**src/srac_pkg.sv**
```systemverilog
// Constants shared by the serial register access front end.
// Assumes a 50 MHz core clock and a host SPI master running mode 3.
// What this block does
// - Standby keeps registers and forces the not-ready flag high.
// - Standby indication drives the shared output pin when enabled.
// - Checks may stay on in standby; oscillator kept if checks need it.
// - Separate bits keep outputs, switch, open-wire, bias, excitation on in standby.
// - Internal reference kept in standby only when both its bits are set.
// - Standby ends by writing another mode into the mode field or by a soft reset.
// - Mode 3 link: sample DIN on SCLK rise, drive DOUT on fall.
// - After reset the interface waits for a command byte first.
// - Command byte: bit7 write enable (0), bit6 read/write, bits 5:0 address.
// - Command bit7 received as 1 makes the rest of the byte ignored.
// - Chip select high in 4-wire use aborts and returns to command wait.
// - After the data phase the interface waits for a new command.
// - Data phase is 8, 16, 24 or 32 bits, set by register and options.
// - Identification register is read-only.
// - 64 consecutive ones on DIN reset the whole device to defaults.
// - Access too soon after reset is ignored and sets a W1C error flag.
// - Power-on flag sets at reset and clears when status is read.
// - Full reset happens at power-up.
// - Bipolar bit 1: offset binary, zero gives 0x800000.
// - Bipolar bit 0: straight binary, negative input clamps to 0x000000.
// - Bipolar setting also steers calibration and threshold interpretation.
// - Status append bit adds the status byte after each result read.
package srac_pkg;
	localparam int          CLK_MHZ         = 50;
	localparam int          RESET_DELAY_NS  = 2000;
	localparam int          RESET_DELAY_CYC = (RESET_DELAY_NS * CLK_MHZ + 999) / 1000;
	localparam int          SW_RESET_ONES   = 64;
	// Register addresses
	localparam logic [5:0]  ADDR_COMMAND    = 6'h00;
	localparam logic [5:0]  ADDR_STATUS     = 6'h00;
	localparam logic [5:0]  ADDR_ADC_CTRL   = 6'h01;
	localparam logic [5:0]  ADDR_DATA       = 6'h02;
	localparam logic [5:0]  ADDR_ID         = 6'h05;
	localparam logic [5:0]  ADDR_ERROR      = 6'h06;
	localparam logic [5:0]  ADDR_MISC       = 6'h07;
	// Reset values
	localparam logic [15:0] ADC_CTRL_RST    = 16'h4000;
	localparam logic [15:0] MISC_RST        = 16'h0000;
	localparam logic [7:0]  ID_VALUE        = 8'h5a;  // Arbitrary value
	// Command byte fields
	localparam int          CMD_WEN_BIT     = 7;
	localparam int          CMD_RD_BIT      = 6;
	// Control register fields
	localparam int          CTL_BIPOLAR     = 14;
	localparam int          CTL_APPEND      = 10;
	localparam int          CTL_CS_EN       = 9;
	localparam int          CTL_MODE_LSB    = 2;
	localparam logic [3:0]  MODE_STANDBY    = 4'h2;
	// Status register fields
	localparam int          ST_NOT_READY    = 7;
	localparam int          ST_ANY_ERR      = 6;
	localparam int          ST_POR          = 4;
	// Misc register fields
	localparam int          MISC_CHECKS     = 0;
	localparam int          MISC_OUTPUTS    = 1;
	localparam int          MISC_SWITCH     = 2;
	localparam int          MISC_OPEN_WIRE  = 3;
	localparam int          MISC_BIAS       = 4;
	localparam int          MISC_EXC        = 5;
	localparam int          MISC_REF_HOLD   = 6;
	localparam int          MISC_INT_REF    = 7;
	localparam int          MISC_PIN_OE     = 8;
	localparam int          ERR_IGNORED     = 0;
	localparam logic [23:0] CODE_MID        = 24'h800000;
	localparam logic [23:0] CODE_ZERO       = 24'h000000;

	typedef enum logic [1:0] {
		SRAC_CMD  = 2'b00,
		SRAC_SKIP = 2'b01,
		SRAC_DATA = 2'b10
	} srac_state_t;
endpackage

```
**src/srac_ctrl.sv**
```systemverilog
// Serial register access front end: mode 3 slave, registers, standby and coding.
// Assumes SCLK, chip select and DIN come from pins outside the core clock domain
// and that SCLK is slow enough (8 core clocks per period or more) to be sampled.
`timescale 1ns/100ps
module srac_ctrl (
	input  wire logic        i_clk,             // Core clock, 50 MHz
	input  wire logic        i_rst,             // Async power-on reset, active high
	input  wire logic        i_sclk,            // Serial clock pin
	input  wire logic        i_cs_n,            // Chip select pin, active low
	input  wire logic        i_din,             // Serial data in pin
	input  wire logic [23:0] i_raw_result,      // Filter result, two's complement
	input  wire logic        i_raw_valid,       // Result strobe, one cycle
	input  wire logic [3:0]  i_channel,         // Channel of the latest result
	input  wire logic        i_duty_standby,    // Standby phase of duty cycling
	input  wire logic        i_osc_checks_en,   // An enabled check needs the oscillator
	output logic             o_dout,            // Serial data out
	output logic             o_dout_oe,         // Data out drive enable
	output logic             o_soft_reset,      // Pulse: reset filter and modulator
	output logic             o_standby,         // Standby in force
	output logic             o_standby_pin,     // Standby shown on shared output pin
	output logic             o_keep_checks,     // Checks powered in standby
	output logic             o_keep_osc,        // Oscillator held running
	output logic             o_keep_outputs,    // General outputs powered
	output logic             o_keep_switch,     // Low-side switch powered
	output logic             o_keep_open_wire,  // Open-wire currents powered
	output logic             o_keep_bias,       // Bias generator powered
	output logic             o_keep_excitation, // Excitation currents powered
	output logic             o_keep_int_ref,    // Internal reference powered
	output logic             o_bipolar,         // Coding for calibration and thresholds
	output logic [3:0]       o_mode             // Operating mode field
);
	logic              sclk_s1, sclk_s2, sclk_s3;
	logic              cs_s1, cs_s2, cs_s3;
	logic              din_s1, din_s2;
	logic              sclk_rise, sclk_fall, cs_rise, cs_active;
	srac_pkg::srac_state_t state_reg;
	logic [5:0]        bit_cnt_reg;
	logic [5:0]        len_reg;
	logic              rd_reg;
	logic [5:0]        addr_reg;
	logic [31:0]       rx_reg;
	logic [31:0]       tx_reg;
	logic [6:0]        ones_reg;
	logic              sw_rst_reg;
	logic [7:0]        delay_reg;
	logic [15:0]       adc_ctrl_reg;
	logic [15:0]       misc_reg;
	logic [23:0]       data_reg;
	logic              data_rdy_reg;
	logic              por_reg;
	logic              ign_err_reg;
	logic [7:0]        status_w;
	logic              standby_w;
	logic              cmd_done, data_done, busy_w;
	logic [7:0]        cmd_w;
	logic [31:0]       rx_next;

	// Bits carried by the data phase of each register
	function automatic logic [5:0] reg_len(input logic [5:0] a, input logic app);
		case (a)
			srac_pkg::ADDR_ADC_CTRL: reg_len = 6'd16;
			srac_pkg::ADDR_DATA:     reg_len = app ? 6'd32 : 6'd24;
			srac_pkg::ADDR_MISC:     reg_len = 6'd16;
			default:                 reg_len = 6'd8;
		endcase
	endfunction

	// Pin sampling; stage one feeds only stage two
	always_ff @(posedge i_clk or posedge i_rst) begin
		if (i_rst) begin
			{sclk_s1, sclk_s2, sclk_s3} <= 3'b111;
			{cs_s1, cs_s2, cs_s3}       <= 3'b111;
			{din_s1, din_s2}            <= 2'b00;
		end else begin
			{sclk_s1, sclk_s2, sclk_s3} <= {i_sclk, sclk_s1, sclk_s2};
			{cs_s1, cs_s2, cs_s3}       <= {i_cs_n, cs_s1, cs_s2};
			{din_s1, din_s2}            <= {i_din, din_s1};
		end
	end

	// Without chip select enabled the link runs 3-wire, select treated as low
	assign cs_active = ~adc_ctrl_reg[srac_pkg::CTL_CS_EN] | ~cs_s2;
	assign cs_rise   = adc_ctrl_reg[srac_pkg::CTL_CS_EN] & cs_s2 & ~cs_s3;
	assign sclk_rise = sclk_s2 & ~sclk_s3 & cs_active;
	assign sclk_fall = ~sclk_s2 & sclk_s3 & cs_active;
	assign busy_w    = delay_reg != 8'h00;
	assign rx_next   = {rx_reg[30:0], din_s2};
	assign cmd_w     = rx_next[7:0];
	// Both ends are decoded from the rise itself, so data lands without an extra clock
	assign cmd_done  = sclk_rise & ~busy_w & state_reg == srac_pkg::SRAC_CMD
		& bit_cnt_reg == 6'd7;
	assign data_done = sclk_rise & ~busy_w & state_reg == srac_pkg::SRAC_DATA
		& bit_cnt_reg == len_reg - 6'd1;
	assign standby_w = adc_ctrl_reg[srac_pkg::CTL_MODE_LSB +: 4] == srac_pkg::MODE_STANDBY
		| i_duty_standby;

	always_comb begin
		status_w                         = {4'h0, i_channel};
		status_w[srac_pkg::ST_NOT_READY] = ~data_rdy_reg | standby_w;
		status_w[srac_pkg::ST_ANY_ERR]   = ign_err_reg;
		status_w[srac_pkg::ST_POR]       = por_reg;
	end

	// 64 ones in a row restart everything; counted before any other decode
	always_ff @(posedge i_clk or posedge i_rst) begin
		if (i_rst) begin
			ones_reg   <= 7'd0;
			sw_rst_reg <= 1'b0;
		end else begin
			sw_rst_reg <= 1'b0;
			if (sclk_rise) begin
				if (!din_s2) begin
					ones_reg <= 7'd0;
				end else if (ones_reg == 7'(srac_pkg::SW_RESET_ONES - 1)) begin
					ones_reg   <= 7'd0;
					sw_rst_reg <= 1'b1;
				end else begin
					ones_reg <= ones_reg + 7'd1;
				end
			end
		end
	end

	// Quiet time after any reset; the link is not served until it runs out
	always_ff @(posedge i_clk or posedge i_rst) begin
		if (i_rst) begin
			delay_reg <= 8'(srac_pkg::RESET_DELAY_CYC);
		end else if (sw_rst_reg) begin
			delay_reg <= 8'(srac_pkg::RESET_DELAY_CYC);
		end else if (busy_w) begin
			delay_reg <= delay_reg - 8'h01;
		end
	end

	// Link sequencer
	always_ff @(posedge i_clk or posedge i_rst) begin
		if (i_rst) begin
			state_reg   <= srac_pkg::SRAC_CMD;
			bit_cnt_reg <= 6'd0;
			len_reg     <= 6'd8;
			rd_reg      <= 1'b0;
			addr_reg    <= 6'h00;
			rx_reg      <= 32'h0;
		end else if (sw_rst_reg || cs_rise) begin
			state_reg   <= srac_pkg::SRAC_CMD;
			bit_cnt_reg <= 6'd0;
			rx_reg      <= 32'h0;
		end else if (sclk_rise && !busy_w) begin
			rx_reg      <= rx_next;
			bit_cnt_reg <= bit_cnt_reg + 6'd1;
			case (state_reg)
				srac_pkg::SRAC_CMD: begin
					if (bit_cnt_reg == 6'd0 && din_s2) begin
						// A set first bit marks a frame we must not decode
						state_reg <= srac_pkg::SRAC_SKIP;
					end else if (cmd_done) begin
						state_reg   <= srac_pkg::SRAC_DATA;
						bit_cnt_reg <= 6'd0;
						rd_reg      <= cmd_w[srac_pkg::CMD_RD_BIT];
						addr_reg    <= cmd_w[5:0];
						len_reg     <= reg_len(cmd_w[5:0],
							adc_ctrl_reg[srac_pkg::CTL_APPEND]);
					end
				end
				srac_pkg::SRAC_SKIP: begin
					rx_reg <= rx_reg;
					if (bit_cnt_reg == 6'd7) begin
						state_reg   <= srac_pkg::SRAC_CMD;
						bit_cnt_reg <= 6'd0;
					end
				end
				srac_pkg::SRAC_DATA: begin
					if (data_done) begin
						state_reg   <= srac_pkg::SRAC_CMD;
						bit_cnt_reg <= 6'd0;
					end
				end
				default: begin
					state_reg   <= srac_pkg::SRAC_CMD;
					bit_cnt_reg <= 6'd0;
				end
			endcase
		end
	end

	// Read data: loaded at the end of the command, shifted out on falling edges
	always_ff @(posedge i_clk or posedge i_rst) begin
		if (i_rst) begin
			tx_reg    <= 32'h0;
			o_dout    <= 1'b1;
			o_dout_oe <= 1'b0;
		end else begin
			o_dout_oe <= cs_active;
			if (sw_rst_reg || cs_rise) begin
				tx_reg <= 32'h0;
				o_dout <= 1'b1;
			end else if (cmd_done && cmd_w[srac_pkg::CMD_RD_BIT]) begin
				case (cmd_w[5:0])
					srac_pkg::ADDR_STATUS:   tx_reg <= {status_w, 24'h0};
					srac_pkg::ADDR_ADC_CTRL: tx_reg <= {adc_ctrl_reg, 16'h0};
					srac_pkg::ADDR_DATA:     tx_reg <= {data_reg, status_w};
					srac_pkg::ADDR_ID:       tx_reg <= {srac_pkg::ID_VALUE, 24'h0};
					srac_pkg::ADDR_ERROR:    tx_reg <= {7'h0, ign_err_reg, 24'h0};
					srac_pkg::ADDR_MISC:     tx_reg <= {misc_reg, 16'h0};
					default:                 tx_reg <= 32'h0;
				endcase
			end else if (sclk_fall && state_reg == srac_pkg::SRAC_DATA && rd_reg) begin
				o_dout <= tx_reg[31];
				tx_reg <= {tx_reg[30:0], 1'b0};
			end else if (state_reg != srac_pkg::SRAC_DATA) begin
				// Last bit is only held to the final rise; hosts must sample there
				o_dout <= 1'b1;
			end
		end
	end

	// Register writes; the identification register has no write path
	always_ff @(posedge i_clk or posedge i_rst) begin
		if (i_rst) begin
			adc_ctrl_reg <= srac_pkg::ADC_CTRL_RST;
			misc_reg     <= srac_pkg::MISC_RST;
		end else if (sw_rst_reg) begin
			adc_ctrl_reg <= srac_pkg::ADC_CTRL_RST;
			misc_reg     <= srac_pkg::MISC_RST;
		end else if (data_done && !rd_reg) begin
			case (addr_reg)
				srac_pkg::ADDR_ADC_CTRL: adc_ctrl_reg <= rx_next[15:0];
				srac_pkg::ADDR_MISC:     misc_reg     <= rx_next[15:0];
				default:                 misc_reg     <= misc_reg;
			endcase
		end
	end

	// Result coding and flags; a setting event wins over a same-cycle clear
	always_ff @(posedge i_clk or posedge i_rst) begin
		if (i_rst) begin
			data_reg     <= srac_pkg::CODE_ZERO;
			data_rdy_reg <= 1'b0;
			por_reg      <= 1'b1;
			ign_err_reg  <= 1'b0;
		end else if (sw_rst_reg) begin
			data_reg     <= srac_pkg::CODE_ZERO;
			data_rdy_reg <= 1'b0;
			por_reg      <= 1'b1;
			ign_err_reg  <= 1'b0;
		end else begin
			if (i_raw_valid) begin
				data_rdy_reg <= 1'b1;
				if (adc_ctrl_reg[srac_pkg::CTL_BIPOLAR]) begin
					data_reg <= i_raw_result ^ srac_pkg::CODE_MID;
				end else if (i_raw_result[23]) begin
					data_reg <= srac_pkg::CODE_ZERO;
				end else begin
					data_reg <= {i_raw_result[22:0], 1'b0};
				end
			end else if (cmd_done && cmd_w[srac_pkg::CMD_RD_BIT]
				&& cmd_w[5:0] == srac_pkg::ADDR_DATA) begin
				data_rdy_reg <= 1'b0;
			end
			if (cmd_done && cmd_w[srac_pkg::CMD_RD_BIT]
				&& cmd_w[5:0] == srac_pkg::ADDR_STATUS) begin
				por_reg <= 1'b0;
			end
			if (sclk_rise && busy_w) begin
				ign_err_reg <= 1'b1;
			end else if (data_done && !rd_reg && addr_reg == srac_pkg::ADDR_ERROR
				&& rx_next[srac_pkg::ERR_IGNORED]) begin
				ign_err_reg <= 1'b0;
			end
		end
	end

	// Standby power steering, all registered
	always_ff @(posedge i_clk or posedge i_rst) begin
		if (i_rst) begin
			o_soft_reset      <= 1'b0;
			o_standby         <= 1'b0;
			o_standby_pin     <= 1'b0;
			o_keep_checks     <= 1'b0;
			o_keep_osc        <= 1'b0;
			o_keep_outputs    <= 1'b0;
			o_keep_switch     <= 1'b0;
			o_keep_open_wire  <= 1'b0;
			o_keep_bias       <= 1'b0;
			o_keep_excitation <= 1'b0;
			o_keep_int_ref    <= 1'b0;
			o_bipolar         <= 1'b1;
			o_mode            <= 4'h0;
		end else begin
			o_soft_reset      <= sw_rst_reg;
			o_standby         <= standby_w;
			o_standby_pin     <= standby_w & misc_reg[srac_pkg::MISC_PIN_OE];
			o_keep_checks     <= standby_w & misc_reg[srac_pkg::MISC_CHECKS];
			o_keep_osc        <= standby_w & misc_reg[srac_pkg::MISC_CHECKS]
				& i_osc_checks_en;
			o_keep_outputs    <= standby_w & misc_reg[srac_pkg::MISC_OUTPUTS];
			o_keep_switch     <= standby_w & misc_reg[srac_pkg::MISC_SWITCH];
			o_keep_open_wire  <= standby_w & misc_reg[srac_pkg::MISC_OPEN_WIRE];
			o_keep_bias       <= standby_w & misc_reg[srac_pkg::MISC_BIAS];
			o_keep_excitation <= standby_w & misc_reg[srac_pkg::MISC_EXC];
			o_keep_int_ref    <= standby_w & misc_reg[srac_pkg::MISC_REF_HOLD]
				& misc_reg[srac_pkg::MISC_INT_REF];
			o_bipolar         <= adc_ctrl_reg[srac_pkg::CTL_BIPOLAR];
			o_mode            <= adc_ctrl_reg[srac_pkg::CTL_MODE_LSB +: 4];
		end
	end
endmodule // srac_ctrl

```
**config.mk**
```make
export PLATFORM = sky130hd
export DESIGN_NAME = srac_ctrl
export DESIGN_NICKNAME = d
export VERILOG_FILES = /design/src/srac_pkg.sv /design/src/srac_ctrl.sv
export SDC_FILE = /design/constraint.sdc
export NUM_CORES = 1
export LEC_CHECK = 0
export ABC_AREA = 1
export BUFFER_PORTS_ARGS = -buffer_cell sky130_fd_sc_hd__buf_2
export CAP_MARGIN = 30
export CORE_MARGIN = 2
export CORE_UTILIZATION = 40
export DETAILED_ROUTE_END_ITERATION = 8
export PLACE_DENSITY = 0.71
export REMOVE_ABC_BUFFERS = 1
export SLEW_MARGIN = 20
export SYNTH_ARGS = -nofsm -noshare
export SYNTH_HDL_FRONTEND = slang
export SYNTH_SLANG_ARGS = --single-unit
```
**constraint.sdc**
```tcl
create_clock -name i_clk -period 5.8 [get_ports i_clk]
set_input_delay 1.74 -clock i_clk [delete_from_list [all_inputs] [get_ports i_clk]]
set_output_delay 1.74 -clock i_clk [all_outputs]
set_load 0.1 [all_outputs]
```
# --- Yosys cells after proc, flatten, opt, wreduce, memory -nomap -nowiden ---
# Cells that the tools add are included.
# W data, S select, Z words.
word_totals:
  register_bits: 169
  output_inout_bits: 18
  word_cells: 185
classes:
  n_reduce_logical: 36
  bitwise: 34
  add_sub_neg: 4
  muxes: 52
  n_eq_ne: 20
ops:
  columns: ["op", "count"]
  rows:
  - ["$pmux W32 S6", 1]
  - ["$mux W16", 6]
  - ["$mux W24", 4]
  - ["$mux W32", 3]
  - ["$mux W15", 3]
  - ["$mux W6", 7]
  - ["$eq A6 B3 Y1 const B", 6]
  - ["$and A1 B1 Y1", 21]
  - ["$pmux W6 S3", 1]
  - ["$mux W8", 2]
  - ["$mux W1", 15]
  - ["$mux W7", 2]
  - ["$reduce_bool A2 Y1", 7]
  - ["$eq A6 B1 Y1 const B", 2]
  - ["$logic_not A6 Y1", 2]
  - ["$mux W2", 6]
  - ["$pmux W6 S2", 1]
  - ["$reduce_bool A3 Y1", 4]
  - ["$logic_and A1 B1 Y1", 11]
  - ["$not A1 Y1", 10]
  - ["$reduce_and A2 Y1", 4]
  - ["$reduce_bool A8 Y1", 1]
  - ["$sub A8 B1 Y8 const B", 1]
  - ["$add A7 B1 Y7 const B", 1]
  - ["other kinds (20)", 25]

# --- Depth between registers and ports, before layout ---
# Gate-level depths: netlist (run 1).
logic_depth:
  depth_word: 12
  mapped_depth: 13

# --- Worst setup path before layout (run 1) ---
# Ideal clock, no wire load.
synth_path:
  kind: "register to output"
  start: "reg o_dout_oe"
  end: "out o_dout_oe"
  path_stages_with_launch: 1
  t_arrival_ns: 0.883
  slack_ns: 3.177
  path_buffers: 0
  cell_sequence: "dfrtp_1"
synth_lines:
  columns: ["element", "line", "rtl"]
  rows:
  - ["start, declared", "srac_ctrl.sv:17", "output logic o_dout_oe,"]
  - ["start signal, assigned", "srac_ctrl.sv:193", "o_dout_oe <= cs_active;"]
# No word-level cell between the ends.

# --- Final worst setup path (run 1) ---
layout_path:
  start: "reg o_dout"
  end: "out o_dout"
layout_lines:
  columns: ["element", "line", "rtl"]
  rows:
  - ["start, declared", "srac_ctrl.sv:16", "output logic o_dout,"]
  - ["start signal, assigned", "srac_ctrl.sv:208", "o_dout <= tx_reg[31];"]
# No word-level cell between the ends.

==> metrics.csv, run 1 <==
metric,value,unit
Logic pwr share,19.0,%
"Distinct cells, synth",46,
RR Startpoint,delay_reg[0],
CP max-delay cell,dfstp_2,
final std cells w/o fill,1302,
H-tree depth,4,
routed vias/inst,5.14,
cell area after synthesis,8050,µm²
largest cells by area after synthesis,"dfrtp_1 (47%), nand2_1 (17%), nand3_1 (4.6%), dfstp_2 (4.6%), o21ai_0 (3.4%)",
initial core utilization,41.1,%
skew final,0.0128,ns
die area,21300,µm²
Cell Rows,51,
register clock-pin slew on the reported worst setup and hold paths,0.06,ns
Seq cells post-synth,166,
switching share of power,32.5,%
Final Net Count,1066,
max reg flops,32,
power per cell area,345,nW/µm²
Worst Hold Launch,din_s1,
setup repair bufs after CTS,0,
peak supply drop,0.000195,V
cell count after synthesis,992,
DRT antenna net count,0,
max-slew violations,0,
"Clk Latency, worst-skew pair",0.43,ns
DRT iter0 DRCs,733,
post-synthesis async set-or-reset flop share,100,%
sequential share of the synthesized area,51.8,%
Yosys warning count,0,
largest net degree at the start of global routing,94,
vias,6694,
MaxCap Viol Count,0,
Worst-Margin Slew,0.871,ns
share of the synthesized area in the top cell type,47.2,%
GP Congestion,0.870,
r2r endpoint,tx_reg[22],
Leak Pwr,4.46,nW
outcome,completed,
Internal Power,2.10,mW
vias in the first global route,6335,
average wire per cell in the routed design,15.1,µm
CP Max Fanout,2,
Layout area overhead,12.2,%
worst reg-to-reg path cell count,10,
CTS Buffer Depth,2,
cts repair resizes,0,
GRT overflow,0,
clk root buf,clkbuf_16,
clock share of power,35.6,%
area of the multi-input gates,3330,µm²
"EDFF count, synth",0,
I/O Buffers,53,
hold path cells,0,
Final Cell Area,9030,µm²
Ports,54,
CTS tree,done,
CP Launch Type,flop,
Synth area leader,dfrtp_1,
global-route wire length before repair,32.8,mm
P_sw,1.01,mW
number of CTS-inserted buffers,17,
"Cell Area, Placed",8450,µm²
clock sinks,166,
layout cell share with drive strength beyond 1,13.9,%
Final Hold Vio Count,0,
initial antenna violation count,0,
WP buf/inv,1,
total wire length,19.6,mm
DRC viols,0,
R2R Setup Slk,2.92,ns
setup TNS,0,ns
Tcrit/Tclk final,54.3,%
Critical Path RT,4.06,ns
RSZ-0062 raised after global routing,no,
Crit path largest cell delay,0.55,ns
Tmin final,3.15,ns
Core Area,19600,µm²
CP Data Arrival Time,1.41,ns
"Avg Cell Area, Syn",8.12,µm²
"critical path, cell by cell",buf_2,
Top delay family on crit path,flip-flops,
headroom to the max-slew limit,41.8,%
setup ws final,2.65,ns
final core utilization,46.1,%
DIE HEIGHT,146,µm
setup violators final,0,
number of instances in the placed design,1269,
crit path kind,reg -> out,
Hold Crit Class,reg -> reg,
Peak Freq,318,MHz
hold path endpoint,din_s2,
CP Capture Type,primary output,
post-place setup slack,2.89,ns
DP Wirelength,12.9,mm
diode count,0,
GR Util All Layers,19.1,%
number of filler cells placed in the layout,1891,
sequential share of power,45.5,%
top_reg_cell synth,dfrtp_1,
Die X,146,µm
# hold bufs at CTS,0,
FF+latch area,4170,µm²
Initial DRT Pass Iterations,5,
==> metrics by stage <==
| step | hold slack (ns) | power (mW) |
|---|---|---|
| finish | 0.357 | 3.11 |
| floorplan | 0.331 | 1.83 |
| detailed placement | 0.349 | 2.02 |
| CTS | 0.363 | 3.13 |
| global placement | 0.335 | 2.01 |
| global route | 0.368 | 3.27 |
==> power groups by stage <==
stage,Sequential (mW),Clock (mW),Combinational (mW)
2_1_floorplan,1.42,0,0.415
5_1_grt,1.43,1.17,0.669
4_1_cts,1.41,1.12,0.590
6_report,1.42,1.11,0.591
3_5_place_dp,1.43,0,0.588
3_3_place_gp,1.43,0,0.577
==> cells in the mapped netlist (2+ instances only) <==
cell type and n:
clkinv_1 2, a211oi_1 2, a22oi_1 22, o21ai_2 7, o21ai_1 21, buf_1 3
dfrtp_1 152, nand2_1 355, dfstp_2 14, nor2_4 5, nand3_1 74, buf_4 3
nand2_4 2, inv_1 66, xor2_1 2, nor3_1 9, clkbuf_1 14, nor2_1 68
o211ai_1 8, nor2_2 6, a21oi_1 13, inv_2 7, nand3b_1 2, nand4_1 24
buf_6 6, nand2_2 3, buf_2 21, ha_1 6, o31ai_1 3, o21ai_0 55
nand3_2 2
==> worst max-delay path by stage <==
stage / from / end / slack, ns / cells past startpoint
floorplan: i_rst / adc_ctrl_reg[0] / -0.41 / 1
global placement: i_rst / adc_ctrl_reg[14] / 2.88 / 3
detailed placement: i_rst / adc_ctrl_reg[14] / 2.89 / 3
CTS: o_dout / o_dout / 2.63 / 1
global route: o_dout / o_dout / 2.63 / 1
finish: o_dout / o_dout / 2.65 / 1
==> cells by family (layout without fill, tap and decap cells) <==
kind of cell	count (synthesis)	count (layout)	synth area share, %
buffers and inverters	123	168	6.78
DFF	166	166	51.8
and+or+nand+nor	557	557	29.8
AOI/OAI and AO/OA	137	137	10.4
xor gates and xnor gates	3	3	0.326
adders and majority gates	6	6	0.932
==> layout make-up <==
class,count,share of cell area (%)
sequential,166,46.2
multi-input combinational,703,36.9
clock buffer,20,4.83
timing repair buffer,61,3.78
tap,265,3.67
inverter,75,3.17
clock inverter,12,1.45
==> cells in the final DEF (no fill, tap or decap), drive strengths merged <==
cell type / Yosys / routed
a211o: 1 / 1
a211oi: 2 / 2
a21o: 1 / 1
a21oi: 14 / 14
a22oi: 22 / 22
a31o: 1 / 1
and3: 1 / 1
buf: 33 / 61
bufinv: 0 / 2
clkbuf: 15 / 20
clkinv: 2 / 7
clkinvlp: 0 / 4
dfrtp: 152 / 152
dfstp: 14 / 14
ha: 6 / 6
inv: 73 / 74
nand2: 360 / 360
nand3: 76 / 76
nand3b: 2 / 2
nand4: 25 / 25
nor2: 80 / 80
nor3: 10 / 10
nor3b: 1 / 1
nor4: 1 / 1
o211ai: 8 / 8
o21a: 1 / 1
o21ai: 84 / 84
o31ai: 3 / 3
or2: 1 / 1
xnor2: 1 / 1
xor2: 2 / 2
==> metal layers <==
metal  global-route usage (%)  part of all wire [%]  vias to the layer above  wire length, µm
met2                     29.8                    45                      216             8880
met5                        0                     0                        -                0
met4                     6.91                   2.3                        0              443
li1                         -                     -                     3280                -
met3                     3.76                   6.4                       36             1260
met1                     26.7                    46                     3162             9020
==> worst reg2reg max path, stage by stage (launching register included) <==
cell	delay, ns
dfrtp_1	0.37
inv_1	0.13
ha_1	0.20
nand3_1	0.12
nor2_4	0.21
nand2_4	0.12
nor2_8	0.26
nand2_4	0.32
a21oi_4	0.82
nand2_1	0.16
nand2_1	0.09
(Power assumes the default switching activity.)
==> run 2: changes to the inputs <==
- clock period: 5.8 -> 2.79 ns (I/O delays scaled with it)
==> run 2 against run 1 <==
  * Cell count rose by 1.3%
  * Via count rose by 1.3%
  * Power rose by 120%
  * Wire length rose by 0.54%
  * Register-to-register slack got worse by 2.4 ns
  * Highest routed layer unchanged
  * Hold slack got worse by 0.0091 ns
  * Largest cell class unchanged
  * Sequential power rose by 100%
  * Core utilization rose by 1.1 points
  * Critical path depth rose by 10
==> metrics.csv, run 2 (synthesis results as in run 1) <==
metric,value,unit,change
outcome,completed,,
clk root buf,clkbuf_16,,
Initial DRT Pass Iterations,6,,+1
vias,6779,,+1.3%
Ports,54,,unchanged
crit path kind,reg -> reg,,
setup repair bufs after CTS,0,,unchanged
diode count,0,,unchanged
"Clk Latency, worst-skew pair",0.44,ns,about the same
"Cell Area, Placed",8610,µm²,+1.8%
"leading cell types in the layout, fill and taps excluded","nand2_1 (355), dfrtp_1 (152), nand3_1 (74)",,
Tcrit/Tclk final,80.3,%,
average wire per cell in the routed design,14.9,µm,-0.76%
"critical path, cell by cell","inv_1, ha_1, nand3_1, nor2_4, nand2_4, nor2_8, nand2_4, a21oi_4, buf_4, nand2_1, nand2_1",,
Final Hold Vio Count,0,,unchanged
CP Launch Type,flop,,
peak supply drop,0.000484,V,+150%
CP max-delay cell,dfrtp_1,,
final core utilization,47.2,%,+1.1 points
GR Util All Layers,19.2,%,+0.097 points
Leak Pwr,4.58,nW,+2.8%
Die X,146,µm,unchanged
vias in the first global route,6397,,+0.98%
Final Net Count,1084,,+1.7%
CTS Buffer Depth,2,,unchanged
Hold Crit Class,reg -> reg,,
CP Capture Type,flop,,
DP Wirelength,13.5,mm,+4.8%
DRT antenna net count,0,,unchanged
Cell Rows,51,,unchanged
GP Congestion,0.896,,+3.0%
DIE HEIGHT,146,µm,unchanged
post-place setup slack,0.583,ns,-2.30 ns
register clock-pin slew on the reported worst setup and hold paths,0.06,ns,about the same
MaxCap Viol Count,0,,unchanged
Final Cell Area,9260,µm²,+2.5%
Core Area,19600,µm²,unchanged
power per cell area,736,nW/µm²,+110%
Tmin final,2.24,ns,
routed vias/inst,5.14,,about the same
number of CTS-inserted buffers,17,,unchanged
Crit path largest cell delay,0.37,ns,-0.18 ns
number of filler cells placed in the layout,1882,,-0.48%
I/O Buffers,53,,unchanged
Final Total Pwr,6.82,mW,+120%
DRC viols,0,,unchanged
Critical Path RT,3.16,ns,-0.90 ns
initial antenna violation count,0,,unchanged
largest net degree at the start of global routing,52,,-45%
Peak Freq,446,MHz,
initial core utilization,41.1,%,unchanged
total wire length,19.7,mm,+0.54%
GRT overflow,0,,unchanged
H-tree depth,4,,unchanged
CP Max Fanout,30,,+28
RSZ-0062 raised after global routing,no,,
"most common cell after layout, fill and taps aside",nand2_1,,
CP Data Arrival Time,2.61,ns,+1.20 ns
global-route wire length before repair,32.8,mm,+0.23%
Layout area overhead,14.9,%,
DRT iter0 DRCs,746,,+1.8%
skew final,0.0128,ns,+0.0000509 ns
layout cell share with drive strength beyond 1,15.5,%,+1.6 points
cts repair resizes,0,,unchanged
# hold bufs at CTS,0,,unchanged
headroom to the max-slew limit,50.8,%,+9.0 points
max-slew violations,0,,unchanged
die area,21300,µm²,unchanged
setup violators final,0,,unchanged
clock sinks,166,,unchanged
Worst-Margin Slew,0.736,ns,-0.135 ns
max reg flops,32,,unchanged
CTS tree,done,,
setup ws final,0.550,ns,-2.10 ns
[run 2: cell count changes in the layout (fill, tap and decap cells not counted)]
cell	change
buf_6	-1
clkbuf_8	+1
inv_6	-1
clkbuf_1	-2
bufinv_16	+3
clkinv_2	-2
buf_12	+1
buf_4	+18
[run 2: power by group]
group	switching [mW]	internal (mW)	leakage, nW
logic	0.891	0.414	2.12
clock network	0.990	1.61	0.301
registers	0.236	2.68	2.16
total	2.12	4.70	4.58
[run 2: path summary, 6_finish.rpt]
| check | from | end | slack, ns | cells past startpoint |
|---|---|---|---|---|
| worst max register to register | delay_reg[0] | tx_reg[17] | 0.55 | 11 |
| worst max-delay path | delay_reg[0] | tx_reg[17] | 0.55 | 11 |
| min in group asynchronous | i_rst | addr_reg[5] | 0.42 | 2 |
| max in group asynchronous | i_rst | o_bipolar | 1.68 | 3 |
| worst min-delay path | din_s1 | din_s2 | 0.35 | 0 |
| worst min register to register | din_s1 | din_s2 | 0.35 | 0 |
[run 2: per-layer routing]
| metal | wire [µm] | global-route usage [%] |
|---|---|---|
| met1 | 9380 | 27.3 |
| met2 | 8930 | 29.6 |
| met3 | 1050 | 3.79 |
| met4 | 361 | 6.47 |
| met5 | 0 | 0 |
[run 2: final cells by class]
cell class / count / area, µm² / share of cell area [%]
clock buffers: 19 / 443 / 4.79
clock inverters: 12 / 203 / 2.19
inverters: 75 / 287 / 3.10
multi-input cells: 703 / 3330 / 36.0
flip-flops and latches: 166 / 4170 / 45.1
well taps: 265 / 332 / 3.58
repair buffers: 79 / 485 / 5.25
[run 2: per-stage QoR]
| stage | instances | hold slack (ns) | TNS (ns) |
|---|---|---|---|
| floorplan | 944 | 0.331 | -400.03 |
| global placement | 1288 | 0.339 | 0 |
| detailed placement | 1288 | 0.337 | 0 |
| CTS | 1319 | 0.351 | 0 |
| global route | 1319 | 0.363 | 0 |
| finish | 1319 | 0.348 | 0 |
[run 2: worst max-delay path, delay by kind of cell (launching register included)]
kind | cells | cell delay (ns)
adders and majority gates | 1 | 0.19
DFF | 1 | 0.37
and+or+nand+nor | 7 | 0.99
AOI/OAI and AO/OA | 1 | 0.12
buffers and inverters | 2 | 0.47
==> run 3: changes to the inputs <==
- clock period: 2.79 -> 1.9 ns (I/O delays scaled with it)
==> run 3 against run 2 <==
  * The run now ends with setup timing left
  * Critical path depth unchanged
  * Non-clock buffer count up 49
  * Clock skew is 0.0021 ns lower
  * Via count up 7.2%
  * Power up 47%
  * Register-to-register slack got worse by 0.70 ns
  * Sequential share of layout area shrank 4.6 points
  * Largest cell class unchanged
  * Largest power group unchanged
==> metrics.csv, run 3 (synthesis results as in run 1) <==
metric,value,unit,change
largest net degree at the start of global routing,53,,+1.9%
wl on met1,9.63,mm,+2.7%
clk root buf,clkbuf_16,,
CTS Buffer Depth,2,,unchanged
"Cell Area, Placed",8850,µm²,+2.8%
metal2 WL,10.6,mm,+19%
diode count,0,,unchanged
crit path kind,reg -> reg,,
GP Congestion,0.897,,about the same
initial antenna violation count,0,,unchanged
clock sinks,166,,unchanged
final core utilization,52.6,%,+5.4 points
"Clk Latency, worst-skew pair",0.44,ns,about the same
CP Max Fanout,6,,-80%
Final Net Count,1133,,+4.5%
initial core utilization,41.1,%,unchanged
CP Capture Type,flop,,
Cell Rows,51,,unchanged
headroom to the max-slew limit,67.6,%,+17 points
average wire per cell in the routed design,16.4,µm,+9.8%
RSZ-0062 raised after global routing,yes,,
layout cell share with drive strength beyond 1,28.5,%,+13 points
"most common cell after layout, fill and taps aside",nand2_1,,
Fin Hold WS,0.0607,ns,-0.287 ns
Ports,54,,unchanged
skew final,0.0107,ns,-0.00211 ns
I/O Buffers,53,,unchanged
DP Wirelength,13.8,mm,+2.6%
Tmin final,2.05,ns,-0.187 ns
setup violators final,43,,+43
Layout area overhead,28.0,%,
routed vias/inst,5.31,,+3.3%
total wire length,22.5,mm,+14%
met3 wire len,1.65,mm,+58%
DIE HEIGHT,146,µm,unchanged
GRT overflow,0,,unchanged
Final Total Pwr,10.0,mW,+47%
die area,21300,µm²,unchanged
Max Used Layer,met4,,
DRT antenna net count,0,,unchanged
vias in the first global route,6798,,+6.3%
outcome,"complete, but fails checks",,
register clock-pin slew on the reported worst setup and hold paths,0.06,ns,about the same
Critical Path RT,2.23,ns,-0.93 ns
"leading cell types in the layout, fill and taps excluded","nand2_1 (277), dfrtp_1 (152), nor2_1 (68)",,
vias,7266,,+7.2%
DRT iter0 DRCs,750,,+0.54%
CTS tree,done,,
Initial DRT Pass Iterations,8,,+2
max reg flops,32,,unchanged
CP Data Arrival Time,2.38,ns,-0.23 ns
CP Launch Type,flop,,
Core Area,19600,µm²,unchanged
max-slew violations,0,,unchanged
failing checks,setup timing,,
GR Util All Layers,19.7,%,+0.47 points
peak supply drop,0.000687,V,+42%
number of CTS-inserted buffers,17,,unchanged
Leak Pwr,5.12,nW,+12%
setup ws final,-0.153,ns,-0.703 ns
MaxCap Viol Count,0,,unchanged
Worst-Margin Slew,0.490,ns,-0.246 ns
H-tree depth,4,,unchanged
Peak Freq,487,MHz,+9.1%
DRC viols,0,,unchanged
Tcrit/Tclk final,108,%,+28 points
global-route wire length before repair,33.8,mm,+2.8%
Hold Crit Class,in -> async,,
Die X,146,µm,unchanged
Final Cell Area,10300,µm²,+11%
Final Hold Vio Count,0,,unchanged
power per cell area,970,nW/µm²,+32%
# hold bufs at CTS,0,,unchanged
## run 3: stage by stage
step | setup slack (ns) | instances | setup TNS (ns)
after floorplan | -3.14 | 944 | -527.77
after global placement | 0.0130 | 1308 | 0
after detailed placement | -0.0468 | 1308 | -0.575
after CTS | -0.00537 | 1344 | -0.00537
after global routing | -0.221 | 1369 | -8.22
final | -0.153 | 1369 | -3.34
## run 3: layout make-up
class	count	area [µm²]
sequential	166	4170
tap	265	332
inverter	75	289
clock inverter	12	116
fill	1782	9290
multi-input combinational	703	3800
timing repair buffer	128	1130
clock buffer	20	467
## run 3: worst max-delay path, cell delays in order, from the launching register on
cell       delay, ns
dfrtp_1         0.41
inv_2           0.09
ha_4            0.15
nand3_4         0.08
nor2_4          0.14
nand4_1         0.25
nor2_4          0.29
nor2_4          0.08
buf_12          0.15
clkbuf_16       0.16
nand2_1         0.07
nand2_1         0.06
## run 3: what timing repair did
item                                    4_1_cts  5_1_grt
endpoints found under the setup margin       37       89
setup buffers                                 3       15
endpoints found under the hold margin         0        0
gates resized for setup                      20      133
cloned                                        1       12
pin swaps                                     3       49
## run 3: routing by layer
metal / GRT usage, % / vias to the layer above
met2: 31.1 / 300
met1: 26.5 / 3501
met3: 4.48 / 48
met5: 0 / -
met4: 7.60 / 0
li1: - / 3417
## run 3: final timing paths
path	start	slack, ns	cells past startpoint	endpoint
setup / recovery	delay_reg[1]	-0.15	11	tx_reg[29]
hold / removal	i_rst	0.06	2	bit_cnt_reg[4]
hold reg to reg	din_s1	0.35	0	din_s2
min in group i_clk	i_cs_n	0.24	1	cs_s1
setup reg to reg	delay_reg[1]	-0.15	11	tx_reg[29]
max in group asynchronous	i_rst	1.28	3	rx_reg[7]
## run 3: power by group
group / internal, mW / total (mW) / switching [mW]
logic: 0.804 / 2.29 / 1.49
registers: 3.93 / 4.28 / 0.344
clock network: 1.93 / 3.43 / 1.50
